--- config.mk ---
export PLATFORM = sky130hd
export DESIGN_NAME = srb_host_flat
export DESIGN_NICKNAME = d
export VERILOG_FILES = /design/src/core/srb_pkg.sv /design/src/core/srb_link_if.sv /design/src/core/srb_bank_cnt.sv /design/src/core/srb_host.sv /design/src/flat_wrapper.sv
export SDC_FILE = /design/constraint.sdc
export NUM_CORES = 1
export LEC_CHECK = 0
export BUFFER_PORTS_ARGS = -buffer_cell sky130_fd_sc_hd__buf_2
export CORE_UTILIZATION = 52
export CTS_CLUSTER_SIZE = 24
export DETAILED_ROUTE_END_ITERATION = 6
export PLACE_DENSITY = 0.77
export SLEW_MARGIN = 0
export SYNTH_ARGS = -nofsm -noshare
export SYNTH_HDL_FRONTEND = slang
export SYNTH_SLANG_ARGS = --single-unit
--- constraint.sdc ---
create_clock -name ref_clk_i -period 7.33 [get_ports ref_clk_i]
set_clock_uncertainty 0.1 [all_clocks]
set_input_delay 0.3665 -clock ref_clk_i [delete_from_list [all_inputs] [get_ports ref_clk_i]]
set_output_delay 0.3665 -clock ref_clk_i [all_outputs]
set_load 0.02 [all_outputs]
--- src/core/srb_pkg.sv ---
// Shared constants and types for the read burst link between controller and memory.
// How it works
// - READ carries bank, column, auto precharge choice.
// - Auto precharge closes row; otherwise row stays.
// - First element appears read latency after READ.
// - Controller programs latencies before relying on them.
// - Two elements per clock after the first.
// - Strobe preamble: true low, complement high.
// - Strobe postamble low with final element.
// - Data lines released when burst ends.
// - Random column reads at full burst rate.
// - Length four bursts never interrupted.
// - Length eight cut only by READ.
// - Cutting READ exactly two clocks later.
// - No PRECHARGE during a cut sequence.
// - A10 high selects auto precharge.
// - Later elements follow programmed burst order.
// - Read data finishes before any write.
// - Explicit PRECHARGE only after non-auto READ.
// - READ to PRECHARGE spacing per formula.
// - Precharge time counted from last prefetch.
// - No bank command before precharge period.
// - Nanosecond minimums round up to clocks.
package srb_pkg;
  // ------------------------------------------------------------------
  // Widths
  // ------------------------------------------------------------------
  localparam int BA_W   = 3;
  localparam int AD_W   = 14;
  localparam int COL_W  = 10;
  localparam int DQ_W   = 8;
  localparam int NBANK  = 8;
  localparam int PIPE_D = 16;
  localparam int CNT_W  = 6;

  // ------------------------------------------------------------------
  // Commands on {ras_n, cas_n, we_n} and request codes
  // ------------------------------------------------------------------
  localparam logic [2:0] CMD_NOP = 3'h7;
  localparam logic [2:0] CMD_ACT = 3'h3;
  localparam logic [2:0] CMD_RD  = 3'h5;
  localparam logic [2:0] CMD_PRE = 3'h2;
  localparam logic [2:0] CMD_MRS = 3'h0;
  localparam logic [1:0] OP_ACT  = 2'h0;
  localparam logic [1:0] OP_RD   = 2'h1;
  localparam logic [1:0] OP_PRE  = 2'h2;

  // ------------------------------------------------------------------
  // Mode load fields
  // ------------------------------------------------------------------
  localparam int MR_BT_BIT  = 3;
  localparam int MR_CL_LSB  = 4;
  localparam int EMR_AL_LSB = 3;
  localparam int AP_BIT     = 10;
  localparam logic [2:0]      BL4_CODE = 3'h2;
  localparam logic [2:0]      BL8_CODE = 3'h3;
  localparam logic [BA_W-1:0] BA_MR    = 3'h0;
  localparam logic [BA_W-1:0] BA_EMR   = 3'h1;

  // Settings the controller programs after wake-up.
  localparam logic [2:0] AL_CFG  = 3'h1;
  localparam logic [2:0] CL_CFG  = 3'h3;
  localparam logic       BL8_CFG = 1'b1;
  localparam logic       ILV_CFG = 1'b0;
  localparam int         HALF_BL = BL8_CFG ? 4 : 2;
  localparam logic [AD_W-1:0] MR_WORD = (AD_W'(CL_CFG) << MR_CL_LSB)
                                      | (AD_W'(ILV_CFG) << MR_BT_BIT)
                                      | AD_W'(BL8_CFG ? BL8_CODE : BL4_CODE);
  localparam logic [AD_W-1:0] EMR_WORD = AD_W'(AL_CFG) << EMR_AL_LSB;

  // ------------------------------------------------------------------
  // Timing, in picoseconds and link clocks
  // ------------------------------------------------------------------
  function automatic int srb_ceil(input int a, input int b);
    return (a + b - 1) / b;
  endfunction : srb_ceil

  localparam int REF_PS    = 5000;
  localparam int CK_PS     = 2 * REF_PS;
  localparam int RTP_PS    = 7500;
  localparam int RP_PS     = 15000;
  localparam int RTP_CK    = srb_ceil(RTP_PS, CK_PS);
  localparam int RP_CK     = srb_ceil(RP_PS, CK_PS);
  localparam int RD2PRE_CK = int'(AL_CFG) + HALF_BL - 2 + (RTP_CK > 2 ? RTP_CK : 2);
  localparam int APBUSY_CK = int'(AL_CFG) + HALF_BL - 2 + srb_ceil(RTP_PS + RP_PS, CK_PS);
  localparam int WAKE_CK   = 4;
  localparam int MRD_CK    = 2;
  localparam int CUT_GAP   = 2;

  // One queued read on its way to the data pins.
  typedef struct packed {
    logic             v;
    logic [BA_W-1:0]  ba;
    logic [COL_W-1:0] col;
    logic             ap;
    logic             bl8;
    logic             ilv;
  } srb_slot_s;
endpackage : srb_pkg

--- src/core/srb_link_if.sv ---
// Link between the memory controller and the memory device.
`timescale 1ns/100ps
interface srb_link_if;
  import srb_pkg::*;
  logic            ck;
  logic            cke;
  logic            cs_n;
  logic            ras_n;
  logic            cas_n;
  logic            we_n;
  logic [BA_W-1:0] ba;
  logic [AD_W-1:0] addr;
  logic [DQ_W-1:0] dq_rise;
  logic [DQ_W-1:0] dq_fall;
  logic            dq_oe;
  logic            dqs_t;
  logic            dqs_c;
  logic            dqs_oe;

  modport host (output ck, cke, cs_n, ras_n, cas_n, we_n, ba, addr,
                input  dq_rise, dq_fall, dq_oe, dqs_t, dqs_c, dqs_oe);
  modport dev  (input  ck, cke, cs_n, ras_n, cas_n, we_n, ba, addr,
                output dq_rise, dq_fall, dq_oe, dqs_t, dqs_c, dqs_oe);
endinterface : srb_link_if

--- src/core/srb_bank_cnt.sv ---
// Down counter that tells when a bank spacing has run out.
`timescale 1ns/100ps
module srb_bank_cnt
  import srb_pkg::*;
(
  // Clock and reset.
  input  logic             ref_clk_i,
  input  logic             srst_i,
  // Count control.
  input  logic             tick_i,
  input  logic             ld_i,
  input  logic [CNT_W-1:0] val_i,
  // Status.
  output logic             zero_o
);
  logic [CNT_W-1:0] cnt_q;

  // A load wins over the decrement so a fresh spacing is never shortened.
  always_ff @(posedge ref_clk_i) begin
    if (srst_i) begin
      cnt_q <= '0;
    end else if (ld_i) begin
      cnt_q <= val_i;
    end else if (tick_i && cnt_q != '0) begin
      cnt_q <= cnt_q - CNT_W'(1);
    end
  end

  assign zero_o = (cnt_q == '0);
endmodule : srb_bank_cnt

--- src/core/srb_host.sv ---
// Memory controller end: link clock, mode setup, spacing guards and read capture.
`timescale 1ns/100ps
module srb_host
  import srb_pkg::*;
(
  // Clock and reset.
  input  logic              ref_clk_i,
  input  logic              srst_i,
  // Link to the memory device.
  srb_link_if.host          link,
  // Command requests.
  input  logic              req_valid_i,
  output logic              req_ready_o,
  input  logic [1:0]        req_op_i,
  input  logic [BA_W-1:0]   req_ba_i,
  input  logic [AD_W-1:0]   req_row_i,
  input  logic [COL_W-1:0]  req_col_i,
  input  logic              req_ap_i,
  input  logic              req_cut_i,
  // Read data returned.
  output logic              rd_valid_o,
  output logic [2*DQ_W-1:0] rd_data_o,
  // Status.
  output logic              init_done_o
);
  typedef enum logic [3:0] {
    ST_WAKE = 4'b0001,
    ST_MR   = 4'b0010,
    ST_EMR  = 4'b0100,
    ST_RUN  = 4'b1000
  } srb_host_state_e;

  srb_host_state_e st_q;
  srb_host_state_e st_d;
  logic [3:0]      wait_q;
  logic [3:0]      wait_d;
  logic            ck_q;
  logic            cke_q;
  logic [2:0]      cmd_q;
  logic [2:0]      cmd_d;
  logic [BA_W-1:0] ba_q;
  logic [BA_W-1:0] ba_d;
  logic [AD_W-1:0] addr_q;
  logic [AD_W-1:0] addr_d;
  logic [3:0]      gap_q;
  logic            cut_arm_q;
  logic [NBANK-1:0] ap_q;
  logic [NBANK-1:0] pre_ok;
  logic [NBANK-1:0] rp_ok;

  // ------------------------------------------------------------------
  // Link clock
  // ------------------------------------------------------------------
  // The link clock is the reference halved, so commands launched on the
  // reference edge where it falls are stable half a link period around
  // the device's rising edge.
  always_ff @(posedge ref_clk_i) begin
    if (srst_i) begin
      ck_q <= 1'b0;
    end else begin
      ck_q <= ~ck_q;
    end
  end

  wire tick = ck_q;

  // ------------------------------------------------------------------
  // Spacing checks for the request at the port
  // ------------------------------------------------------------------
  wire [BA_W-1:0] b = req_ba_i;

  // Between a length eight READ and the READ that may cut it, only idle cycles go out.
  wire quiet   = cut_arm_q && gap_q < 4'(CUT_GAP);

  // Reads go out at half a burst, or exactly two clocks after a cuttable READ.
  wire cut_now = req_cut_i && cut_arm_q && gap_q == 4'(CUT_GAP);
  wire rd_ok   = rp_ok[b] && (gap_q >= 4'(HALF_BL) || cut_now);
  wire pre_ok_w = pre_ok[b] && rp_ok[b] && !quiet;
  wire act_ok  = rp_ok[b] && !quiet;

  wire op_ok   = (req_op_i == OP_RD)  ? rd_ok :
                 (req_op_i == OP_PRE) ? pre_ok_w :
                 (req_op_i == OP_ACT) ? act_ok : 1'b1;

  // Nothing is taken before both mode loads are out and settled.
  assign req_ready_o = tick && st_q == ST_RUN && wait_q == '0 && op_ok;

  wire fire    = req_valid_i && req_ready_o;
  wire fire_rd = fire && req_op_i == OP_RD;
  wire fire_pr = fire && req_op_i == OP_PRE;
  wire fire_ac = fire && req_op_i == OP_ACT;

  // A10 carries the auto precharge choice of a READ.
  wire [AD_W-1:0] rd_addr = AD_W'(req_col_i) | (AD_W'(req_ap_i) << AP_BIT);

  // An explicit PRECHARGE after an auto precharge READ is swallowed.
  wire [2:0] run_cmd = fire_rd ? CMD_RD :
                       fire_ac ? CMD_ACT :
                       (fire_pr && !ap_q[b]) ? CMD_PRE : CMD_NOP;

  wire [AD_W-1:0] run_addr = fire_rd ? rd_addr : fire_ac ? req_row_i : '0;

  // ------------------------------------------------------------------
  // Sequencer: wake-up with clock enable low, two mode loads, then run
  // ------------------------------------------------------------------
  always_comb begin
    st_d   = st_q;
    wait_d = wait_q;
    cmd_d  = CMD_NOP;
    ba_d   = ba_q;
    addr_d = addr_q;
    if (tick) begin
      wait_d = (wait_q == '0) ? '0 : wait_q - 4'h1;
      case (st_q)
        ST_WAKE: begin
          if (wait_q == '0) begin
            st_d = ST_MR;
          end
        end
        ST_MR: begin
          cmd_d  = CMD_MRS;
          ba_d   = BA_MR;
          addr_d = MR_WORD;
          wait_d = 4'(MRD_CK - 1);
          st_d   = ST_EMR;
        end
        ST_EMR: begin
          if (wait_q == '0) begin
            cmd_d  = CMD_MRS;
            ba_d   = BA_EMR;
            addr_d = EMR_WORD;
            wait_d = 4'(MRD_CK - 1);
            st_d   = ST_RUN;
          end
        end
        ST_RUN: begin
          cmd_d  = run_cmd;
          ba_d   = fire ? req_ba_i : ba_q;
          addr_d = fire ? run_addr : addr_q;
        end
        default: begin
          st_d = ST_WAKE;
        end
      endcase
    end
  end

  // Command pins change only on the reference edge where the link clock falls.
  always_ff @(posedge ref_clk_i) begin
    if (srst_i) begin
      st_q   <= ST_WAKE;
      wait_q <= 4'(WAKE_CK - 1);
      cke_q  <= 1'b0;
      cmd_q  <= CMD_NOP;
      ba_q   <= '0;
      addr_q <= '0;
    end else if (tick) begin
      st_q   <= st_d;
      wait_q <= wait_d;
      cke_q  <= st_d != ST_WAKE;
      cmd_q  <= cmd_d;
      ba_q   <= ba_d;
      addr_q <= addr_d;
    end
  end

  assign link.ck    = ck_q;
  assign link.cke   = cke_q;
  assign link.cs_n  = cmd_q == CMD_NOP;
  assign link.ras_n = cmd_q[2];
  assign link.cas_n = cmd_q[1];
  assign link.we_n  = cmd_q[0];
  assign link.ba    = ba_q;
  assign link.addr  = addr_q;
  assign init_done_o = st_q == ST_RUN;

  // ------------------------------------------------------------------
  // Read spacing state
  // ------------------------------------------------------------------
  // Clocks since the last READ; saturates so a long idle never wraps into a cut slot.
  always_ff @(posedge ref_clk_i) begin
    if (srst_i) begin
      gap_q     <= '1;
      cut_arm_q <= 1'b0;
    end else if (fire_rd) begin
      gap_q     <= 4'h1;
      cut_arm_q <= BL8_CFG && !req_ap_i;
    end else if (tick && gap_q != '1) begin
      gap_q     <= gap_q + 4'h1;
    end
  end

  // Banks whose last READ asked for auto precharge; a new ACTIVATE clears the mark.
  always_ff @(posedge ref_clk_i) begin
    if (srst_i) begin
      ap_q <= '0;
    end else if (fire_rd) begin
      ap_q[b] <= req_ap_i;
    end else if (fire_ac) begin
      ap_q[b] <= 1'b0;
    end
  end

  // ------------------------------------------------------------------
  // Per-bank spacing counters in link clocks
  // ------------------------------------------------------------------
  // Precharge time is counted from the last prefetch, which the combined
  // spacing already folds in; auto precharge busy time covers the hidden precharge.
  for (genvar g = 0; g < NBANK; g++) begin : g_bank
    wire hit = b == BA_W'(g);

    srb_bank_cnt u_pre (
      .ref_clk_i (ref_clk_i),
      .srst_i    (srst_i),
      .tick_i    (tick),
      .ld_i      (fire_rd && hit),
      .val_i     (CNT_W'(RD2PRE_CK)),
      .zero_o    (pre_ok[g])
    );

    srb_bank_cnt u_rp (
      .ref_clk_i (ref_clk_i),
      .srst_i    (srst_i),
      .tick_i    (tick),
      .ld_i      ((fire_pr || (fire_rd && req_ap_i)) && hit),
      .val_i     (fire_pr ? CNT_W'(RP_CK) : CNT_W'(APBUSY_CK)),
      .zero_o    (rp_ok[g])
    );
  end

  // ------------------------------------------------------------------
  // Read data capture
  // ------------------------------------------------------------------
  // Two stages before use: the device launches on the link rising edge and
  // the first stage samples half a link period later. No write path exists,
  // so a write can never overlap read data on the lines.
  logic              oe1_q;
  logic              oe2_q;
  logic              ph1_q;
  logic              ph2_q;
  logic [2*DQ_W-1:0] dat1_q;
  logic [2*DQ_W-1:0] dat2_q;

  always_ff @(posedge ref_clk_i) begin
    if (srst_i) begin
      oe1_q  <= 1'b0;
      oe2_q  <= 1'b0;
      ph1_q  <= 1'b0;
      ph2_q  <= 1'b0;
      dat1_q <= '0;
      dat2_q <= '0;
    end else begin
      oe1_q  <= link.dq_oe;
      dat1_q <= {link.dq_rise, link.dq_fall};
      ph1_q  <= ck_q;
      oe2_q  <= oe1_q;
      dat2_q <= dat1_q;
      ph2_q  <= ph1_q;
    end
  end

  assign rd_valid_o = oe2_q && ph2_q;
  assign rd_data_o  = dat2_q;
endmodule : srb_host

--- src/flat_wrapper.sv ---
// flat-port wrapper written by rule: the top's interface ports become plain ports
module srb_host_flat import srb_pkg::*;
  (ref_clk_i, srst_i, req_valid_i, req_ready_o, req_op_i, req_ba_i, req_row_i, req_col_i, req_ap_i, req_cut_i, rd_valid_o, rd_data_o, init_done_o, link_ck, link_cke, link_cs_n, link_ras_n, link_cas_n, link_we_n, link_ba, link_addr, link_dq_rise, link_dq_fall, link_dq_oe, link_dqs_t, link_dqs_c, link_dqs_oe);
  srb_link_if link_i ();
  input  logic ref_clk_i;
  input  logic srst_i;
  input  logic req_valid_i;
  output logic req_ready_o;
  input  logic [1:0] req_op_i;
  input  logic [BA_W-1:0] req_ba_i;
  input  logic [AD_W-1:0] req_row_i;
  input  logic [COL_W-1:0] req_col_i;
  input  logic req_ap_i;
  input  logic req_cut_i;
  output logic rd_valid_o;
  output logic [2*DQ_W-1:0] rd_data_o;
  output logic init_done_o;
  output wire logic [$bits(link_i.ck)-1:0] link_ck;
  output wire logic [$bits(link_i.cke)-1:0] link_cke;
  output wire logic [$bits(link_i.cs_n)-1:0] link_cs_n;
  output wire logic [$bits(link_i.ras_n)-1:0] link_ras_n;
  output wire logic [$bits(link_i.cas_n)-1:0] link_cas_n;
  output wire logic [$bits(link_i.we_n)-1:0] link_we_n;
  output wire logic [$bits(link_i.ba)-1:0] link_ba;
  output wire logic [$bits(link_i.addr)-1:0] link_addr;
  input wire logic [$bits(link_i.dq_rise)-1:0] link_dq_rise;
  input wire logic [$bits(link_i.dq_fall)-1:0] link_dq_fall;
  input wire logic [$bits(link_i.dq_oe)-1:0] link_dq_oe;
  input wire logic [$bits(link_i.dqs_t)-1:0] link_dqs_t;
  input wire logic [$bits(link_i.dqs_c)-1:0] link_dqs_c;
  input wire logic [$bits(link_i.dqs_oe)-1:0] link_dqs_oe;
  assign link_ck = link_i.ck;
  assign link_cke = link_i.cke;
  assign link_cs_n = link_i.cs_n;
  assign link_ras_n = link_i.ras_n;
  assign link_cas_n = link_i.cas_n;
  assign link_we_n = link_i.we_n;
  assign link_ba = link_i.ba;
  assign link_addr = link_i.addr;
  assign link_i.dq_rise = link_dq_rise;
  assign link_i.dq_fall = link_dq_fall;
  assign link_i.dq_oe = link_dq_oe;
  assign link_i.dqs_t = link_dqs_t;
  assign link_i.dqs_c = link_dqs_c;
  assign link_i.dqs_oe = link_dqs_oe;
  srb_host u_core (.ref_clk_i(ref_clk_i), .srst_i(srst_i), .link(link_i), .req_valid_i(req_valid_i), .req_ready_o(req_ready_o), .req_op_i(req_op_i), .req_ba_i(req_ba_i), .req_row_i(req_row_i), .req_col_i(req_col_i), .req_ap_i(req_ap_i), .req_cut_i(req_cut_i), .rd_valid_o(rd_valid_o), .rd_data_o(rd_data_o), .init_done_o(init_done_o));
endmodule
# == After elaboration in Yosys (flattened, before gate mapping) ==
# Cells that the tools add are included.
# Widths: inputs -> output; s select.
# word_totals
ff_bits,175
output_inout_bits,42
word_cells,275
# classes
n_addsub,18
n_lt_le_gt_ge,4
n_eq_ne,19
mux,69
bitwise,4
n_reduce_logical,120
# op_table
cell,count
$logic_not 6->1,16
$mux 6,16
$reduce_bool 6->1,16
$sub 6x1->6 const B,16
$mux 3,23
$mux 14,4
$logic_and 1x1->1,51
$pmux 14 s3,1
$reduce_bool 2->1,18
$mux 4,7
$pmux 3 s3,2
$reduce_or 2->1,9
$mux 8,2
$pmux 4 s4,1
$eq 3x3->1 const B,5
$or 10x11->11,1
$bmux 1 s3,3
$and 8x8->8,1
$bwmux 8,1
$eq 4x2->1 const B,2
$not 8->8,1
$pmux 4 s2,1
$mux 1,7
$eq 3x2->1 const B,2
other kinds (24),28

# == Depth between registers and ports, before layout ==
# logic_depth
ltp_word,15
ltp_mapped,11
ltp_nobuf,9

# == Cells and area by module ==
# Synthesis repeated with hierarchy kept, for this count alone.
# hier_totals
cells_unflattened,1056
hier_area_um2,9462.8
# by_module_without_submodules
mod,n_inst,cells_each,area_per_inst_um2,seq_area_each_um2
srb_bank_cnt,16,42,371.6,120.1
srb_host,1,384,3517.1,1581.5

# == Worst setup path before layout ==
# OpenSTA, ideal clock, no wires.
# synth_path
kind,register to register
start,reg u_core.st_q[0]
end,reg u_core.g_bank[1].u_rp.cnt_q[0]
setup_time_ns,0.132
t_arrival_ns,2.345
t_required_ns,7.098
slack_ns,4.754
path_stages_with_launch,12
synth_period_minus_slack_ns,2.576
cell_sequence,dfxtp_1 > buf_6 > or4b_4 > clkinv_2 > nand3_4 > nor3b_2 > nand2_1 > or3_1 > buf_6 > buf_6 > a21oi_4 > nor3_1
# synth_between
elab_chain_cells,10
# synth_rtl
element,line_no,text
"start, declared",srb_host.sv:33,srb_host_state_e st_q;
"start signal, assigned",srb_host.sv:158,st_q <= st_d;
$eq 4x4->1 *,n/a,
via init_done_o,flat_wrapper.sv:17,output logic init_done_o;
$logic_and 1x1->1 * (3 in a row),srb_host.sv:86,assign req_ready_o = tick && st_q == ST_RUN && wait_q == '0 && op_ok;
$logic_and 1x1->1 *,srb_host.sv:88,wire fire = req_valid_i && req_ready_o;
$logic_and 1x1->1,srb_host.sv:89,wire fire_rd = fire && req_op_i == OP_RD;
$logic_and 1x1->1,srb_host.sv:225,".ld_i ((fire_pr || (fire_rd && req_ap_i)) && hit),"
$logic_or 1x1->1 *,srb_host.sv:225,
$logic_and 1x1->1 *,srb_host.sv:225,
$mux 6 or $reduce_bool 2->1 (tied branches),n/a,
"end signal, assigned",srb_bank_cnt.sv:23,cnt_q <= val_i;
"end signal, assigned",srb_bank_cnt.sv:25,cnt_q <= cnt_q - CNT_W'(1);
"end, declared",srb_bank_cnt.sv:16,logic [CNT_W-1:0] cnt_q;
# Mark *: on every way through the listed nets, which the timed path passes. The rest lies on a longest branch.
# A chain may end at the register's enable or synchronous reset.

# == Final worst setup path ==
# layout_path
start,reg u_core.g_bank[3].u_rp.cnt_q[3]
end,out req_ready_o
# layout_between
elab_chain_cells,8
# layout_rtl
element,line_no,text
"start, declared",srb_bank_cnt.sv:16,
"start signal, assigned",srb_bank_cnt.sv:23,
"start signal, assigned",srb_bank_cnt.sv:25,
$logic_not 6->1 *,srb_bank_cnt.sv:29,assign zero_o = (cnt_q == '0);
$bmux 1 s3 *,"srb_host.sv:77, srb_host.sv:78, srb_host.sv:79",
$mux 1 (implied by the code) *,"srb_host.sv:77, srb_host.sv:78, srb_host.sv:79",
$logic_and 1x1->1 (on tied branches),"srb_host.sv:79, srb_host.sv:78",
$mux 1 or $logic_and 1x1->1 (tied branches),"srb_host.sv:83, srb_host.sv:78",
$mux 1,srb_host.sv:82,(req_op_i == OP_PRE) ? pre_ok_w :
$mux 1 *,srb_host.sv:81,wire op_ok = (req_op_i == OP_RD) ? rd_ok :
$logic_and 1x1->1 *,srb_host.sv:86,
"end, declared",flat_wrapper.sv:8,output logic req_ready_o;
# Mark *: on every way between the ends. The rest lies on a longest branch, timed or not. The select of a mux whose other input is x is not followed.

==> impl_metrics.ini <==
[run_status]
outcome = completed

[worst_setup_path]
r2r_slack_ps = 4160
r2r_start = u_core.g_bank[3].u_rp.cnt_q[3]$_SDFFE_PP0P_
required_ps = 6860
r2r_end = u_core.link.addr[4]$_SDFFE_PP0P_
critPathCaptureType = output port
criticalPathCategory = reg -> out
critPathArrivalTime_ps = 2800
crit_fanout = 6
rr_worst_depth = 7
crit_path_start_kind = flip-flop

[floorplanning]
start_util_pct = 53.4
core_area_sq_um = 15300
io_pins = 96
die_w_um = 127
die_h_um = 127
row_count = 45
die-area_sq_um = 16200

[routing]
first_pass_iters = 4
vias = 6693
vias_per_cell = 5.53
wl_mm = 18.1
drc = 0
final_antenna_net_count = 0
post_drt_wl_per_cell_um = 15.0
drt-initial-drc-count = 475

[layout]
n_antenna_cell = 0
final_layout_size_suffix_gt1_share_pct = 16.4
layout.nets = 1066
n_fill_cell = 1297
final_cell_mix = dfxtp_1 (175), buf_2 (91), nand2_1 (81), nor2_1 (75), nor3_1 (58)
seqCellArea_sq_um = 3500
final_common_cell = dfxtp_1
area_growth_pct = 14.5
multiInputGateArea_sq_um = 4260
fin_cells = 1210

[global_route]
grt.met1_usage_pct = 28.7
grtUsageMet2_pct = 39.5
grt_pass1_wl_mm = 29.7
grt_use_met3_pct = 5.15
track_usage_pct = 23.2
grt_max_degree = 72
first_global_vias = 6198
top_usage_layer = met2
grt_remaining_overflow = 0
antenna_found_initial = 0

[clock_tree]
post_cts_resized = 0
cts_tree = done
clkLatencyLatePin_ps = 440
cts_buffer_depth = 2
cts-htree-levels = 4
cts_sinks = 175
cts_buffers = 17
cts-root-buf = clkbuf_16
clk_pin_slew_ps = 70
ctsHoldBuffers = 0
cts_setup_buffers = 0

[pwr]
ir_worst_vdd_v = 0.000184
powerDensity_nw_per_um2 = 359
leakagePower_uw = 0.00368

[sta]
setup_viol = 0
worstMarginPinSlew_ps = 980
tns_ps = 0
drv_slew = 0
fmax_mhz = 306
holdWs_ps = 34.4
rsz0062_at_grt = false
fin_crit_ps = 3270
fin_crit_sh_pct = 44.6
relSlewSlack_pct = 34.2
hold_viol_final = 0

[synthesis]
synth_cell_type_count = 74
synth_top_area_cell = dfxtp_1
ys_warn_count = 0
synth_flop_cell = dfxtp_1
synth.top_cell.area_share_pct = 43.0
synth_edf_count = 0
avgSynthCellArea_sq_um = 8.93
synth_fp_nets = 992
async_reset_ff_share_pct = 0
syn_area_sq_um = 8140
synth_area_leaders = dfxtp_1 (43%), xnor2_1 (4.2%), ha_1 (4.0%)
ys_seq_elements = 175
syn_inst = 912
seq_area_frac_synth_pct = 43.0

[min_path]
hold_depth = 2
hold_path_end = u_core.dat1_q[5]$_SDFF_PP0_
hp-start = link_dq_fall[5]
hold_class = in -> reg

[place]
dpl.cell_count = 1178
io_buffers = 92
hpwl_mm = 12.2
routabilityCongestion = 0.839

[run]
drv_cap = 0
metrics by stage:
step                      total power, uW  utilization [%]  area, sq um  worst slack, ps
after floorplan                      2200                -         8140             4750
after global placement               2370             57.1         8710             3980
after detailed placement             2410             57.1         8710             3970
after CTS                            3350             61.1         9320             4060
after global routing                 3590             61.1         9320             3880
final                                3340             61.1         9320             4060
per-layer routing:
layer | vias up | share of wire [%]
met5 | - | 0
met4 | 0 | 1.3
met3 | 22 | 5.5
met2 | 194 | 48
met1 | 3128 | 45
li1 | 3349 | -
cell type report:
class | instances | area share, %
multi-input cells | 647 | 45.8
flip-flops and latches | 175 | 37.6
repair buffers | 95 | 5.21
clock buffers | 17 | 4.56
well taps | 211 | 2.83
clock inverters | 15 | 2.03
inverters | 50 | 2.03
how the worst max path moves through the flow:
| stage | startpoint | to |
|---|---|---|
| finish | u_core.g_bank[3].u_rp.cnt_q[3]$_SDFFE_PP0P_ | req_ready_o |
| global route | u_core.g_bank[3].u_rp.cnt_q[3]$_SDFFE_PP0P_ | u_core.link.addr[4]$_SDFFE_PP0P_ |
| CTS | u_core.g_bank[3].u_rp.cnt_q[3]$_SDFFE_PP0P_ | req_ready_o |
| detailed placement | req_ba_i[1] | u_core.link.addr[10]$_SDFFE_PP0P_ |
| global placement | req_ba_i[1] | u_core.link.addr[12]$_SDFFE_PP0P_ |
| floorplan | u_core.st_q[0]$_SDFFE_PP1P_ | u_core.g_bank[1].u_rp.cnt_q[0]$_SDFFE_PP0P_ |
synth_stat cells (all sizes together), types with 3 or more instances:
cell,number
or2,3
ha,26
clkbuf,23
inv,49
o21a,9
xnor2,39
xor2,33
nand3b,5
nor2,75
o21ai,27
or4,6
a21o,6
nor3b,5
nand3,17
a31oi,9
a21oi,55
nor4,19
nand2,82
and2,3
buf,17
nand4,10
a211oi,10
nor4b,14
o211ai,6
a22o,11
dfxtp,175
nor2b,46
nor3,59
and4,4
o31ai,4
or4b,3
nand2b,6
a221oi,8
or3,10
mux2i,7
registers in the layout, summed over array words and instances (netlist names):
register and count:
u_core.ap_q 8, u_core.cmd_q 3, u_core.cut_arm_q 1, u_core.dat1_q 16, u_core.g_bank.u_pre.cnt_q 48, u_core.g_bank.u_rp.cnt_q 48
u_core.gap_q 4, u_core.link.addr 14, u_core.link.ba 3, u_core.link.ck 1, u_core.link.cke 1, u_core.oe1_q 1
u_core.oe2_q 1, u_core.ph1_q 1, u_core.ph2_q 1, u_core.rd_data_o 16, u_core.st_q 4, u_core.wait_q 4
critical path, cell delays in order (launching register included):
cell and delay [ps]:
dfxtp_1 370, nor4_1 390, a21oi_1 210, nor4_4 400, and4_1 340, a21oi_1 120, nor3_1 300, buf_2 230
kinds of logic after synthesis:
logic type,Yosys count,synth area share [%]
AND/OR/NAND/NOR,373,24.8
flip-flops,175,43.0
AO/OA/AOI/OAI,165,14.2
buffers and inverters,90,4.61
XOR/XNOR,72,7.74
adder cells (fa/ha/maj),26,4.00
multiplexers,11,1.69
where the power goes:
part / switching (uW) / internal [uW] / leakage (uW)
Combinational: 620 / 497 / 0.00195
Sequential: 157 / 1140 / 0.00143
Clock: 433 / 493 / 0.000298
Total: 1210 / 2130 / 0.00368
(Power assumes the default switching activity.)
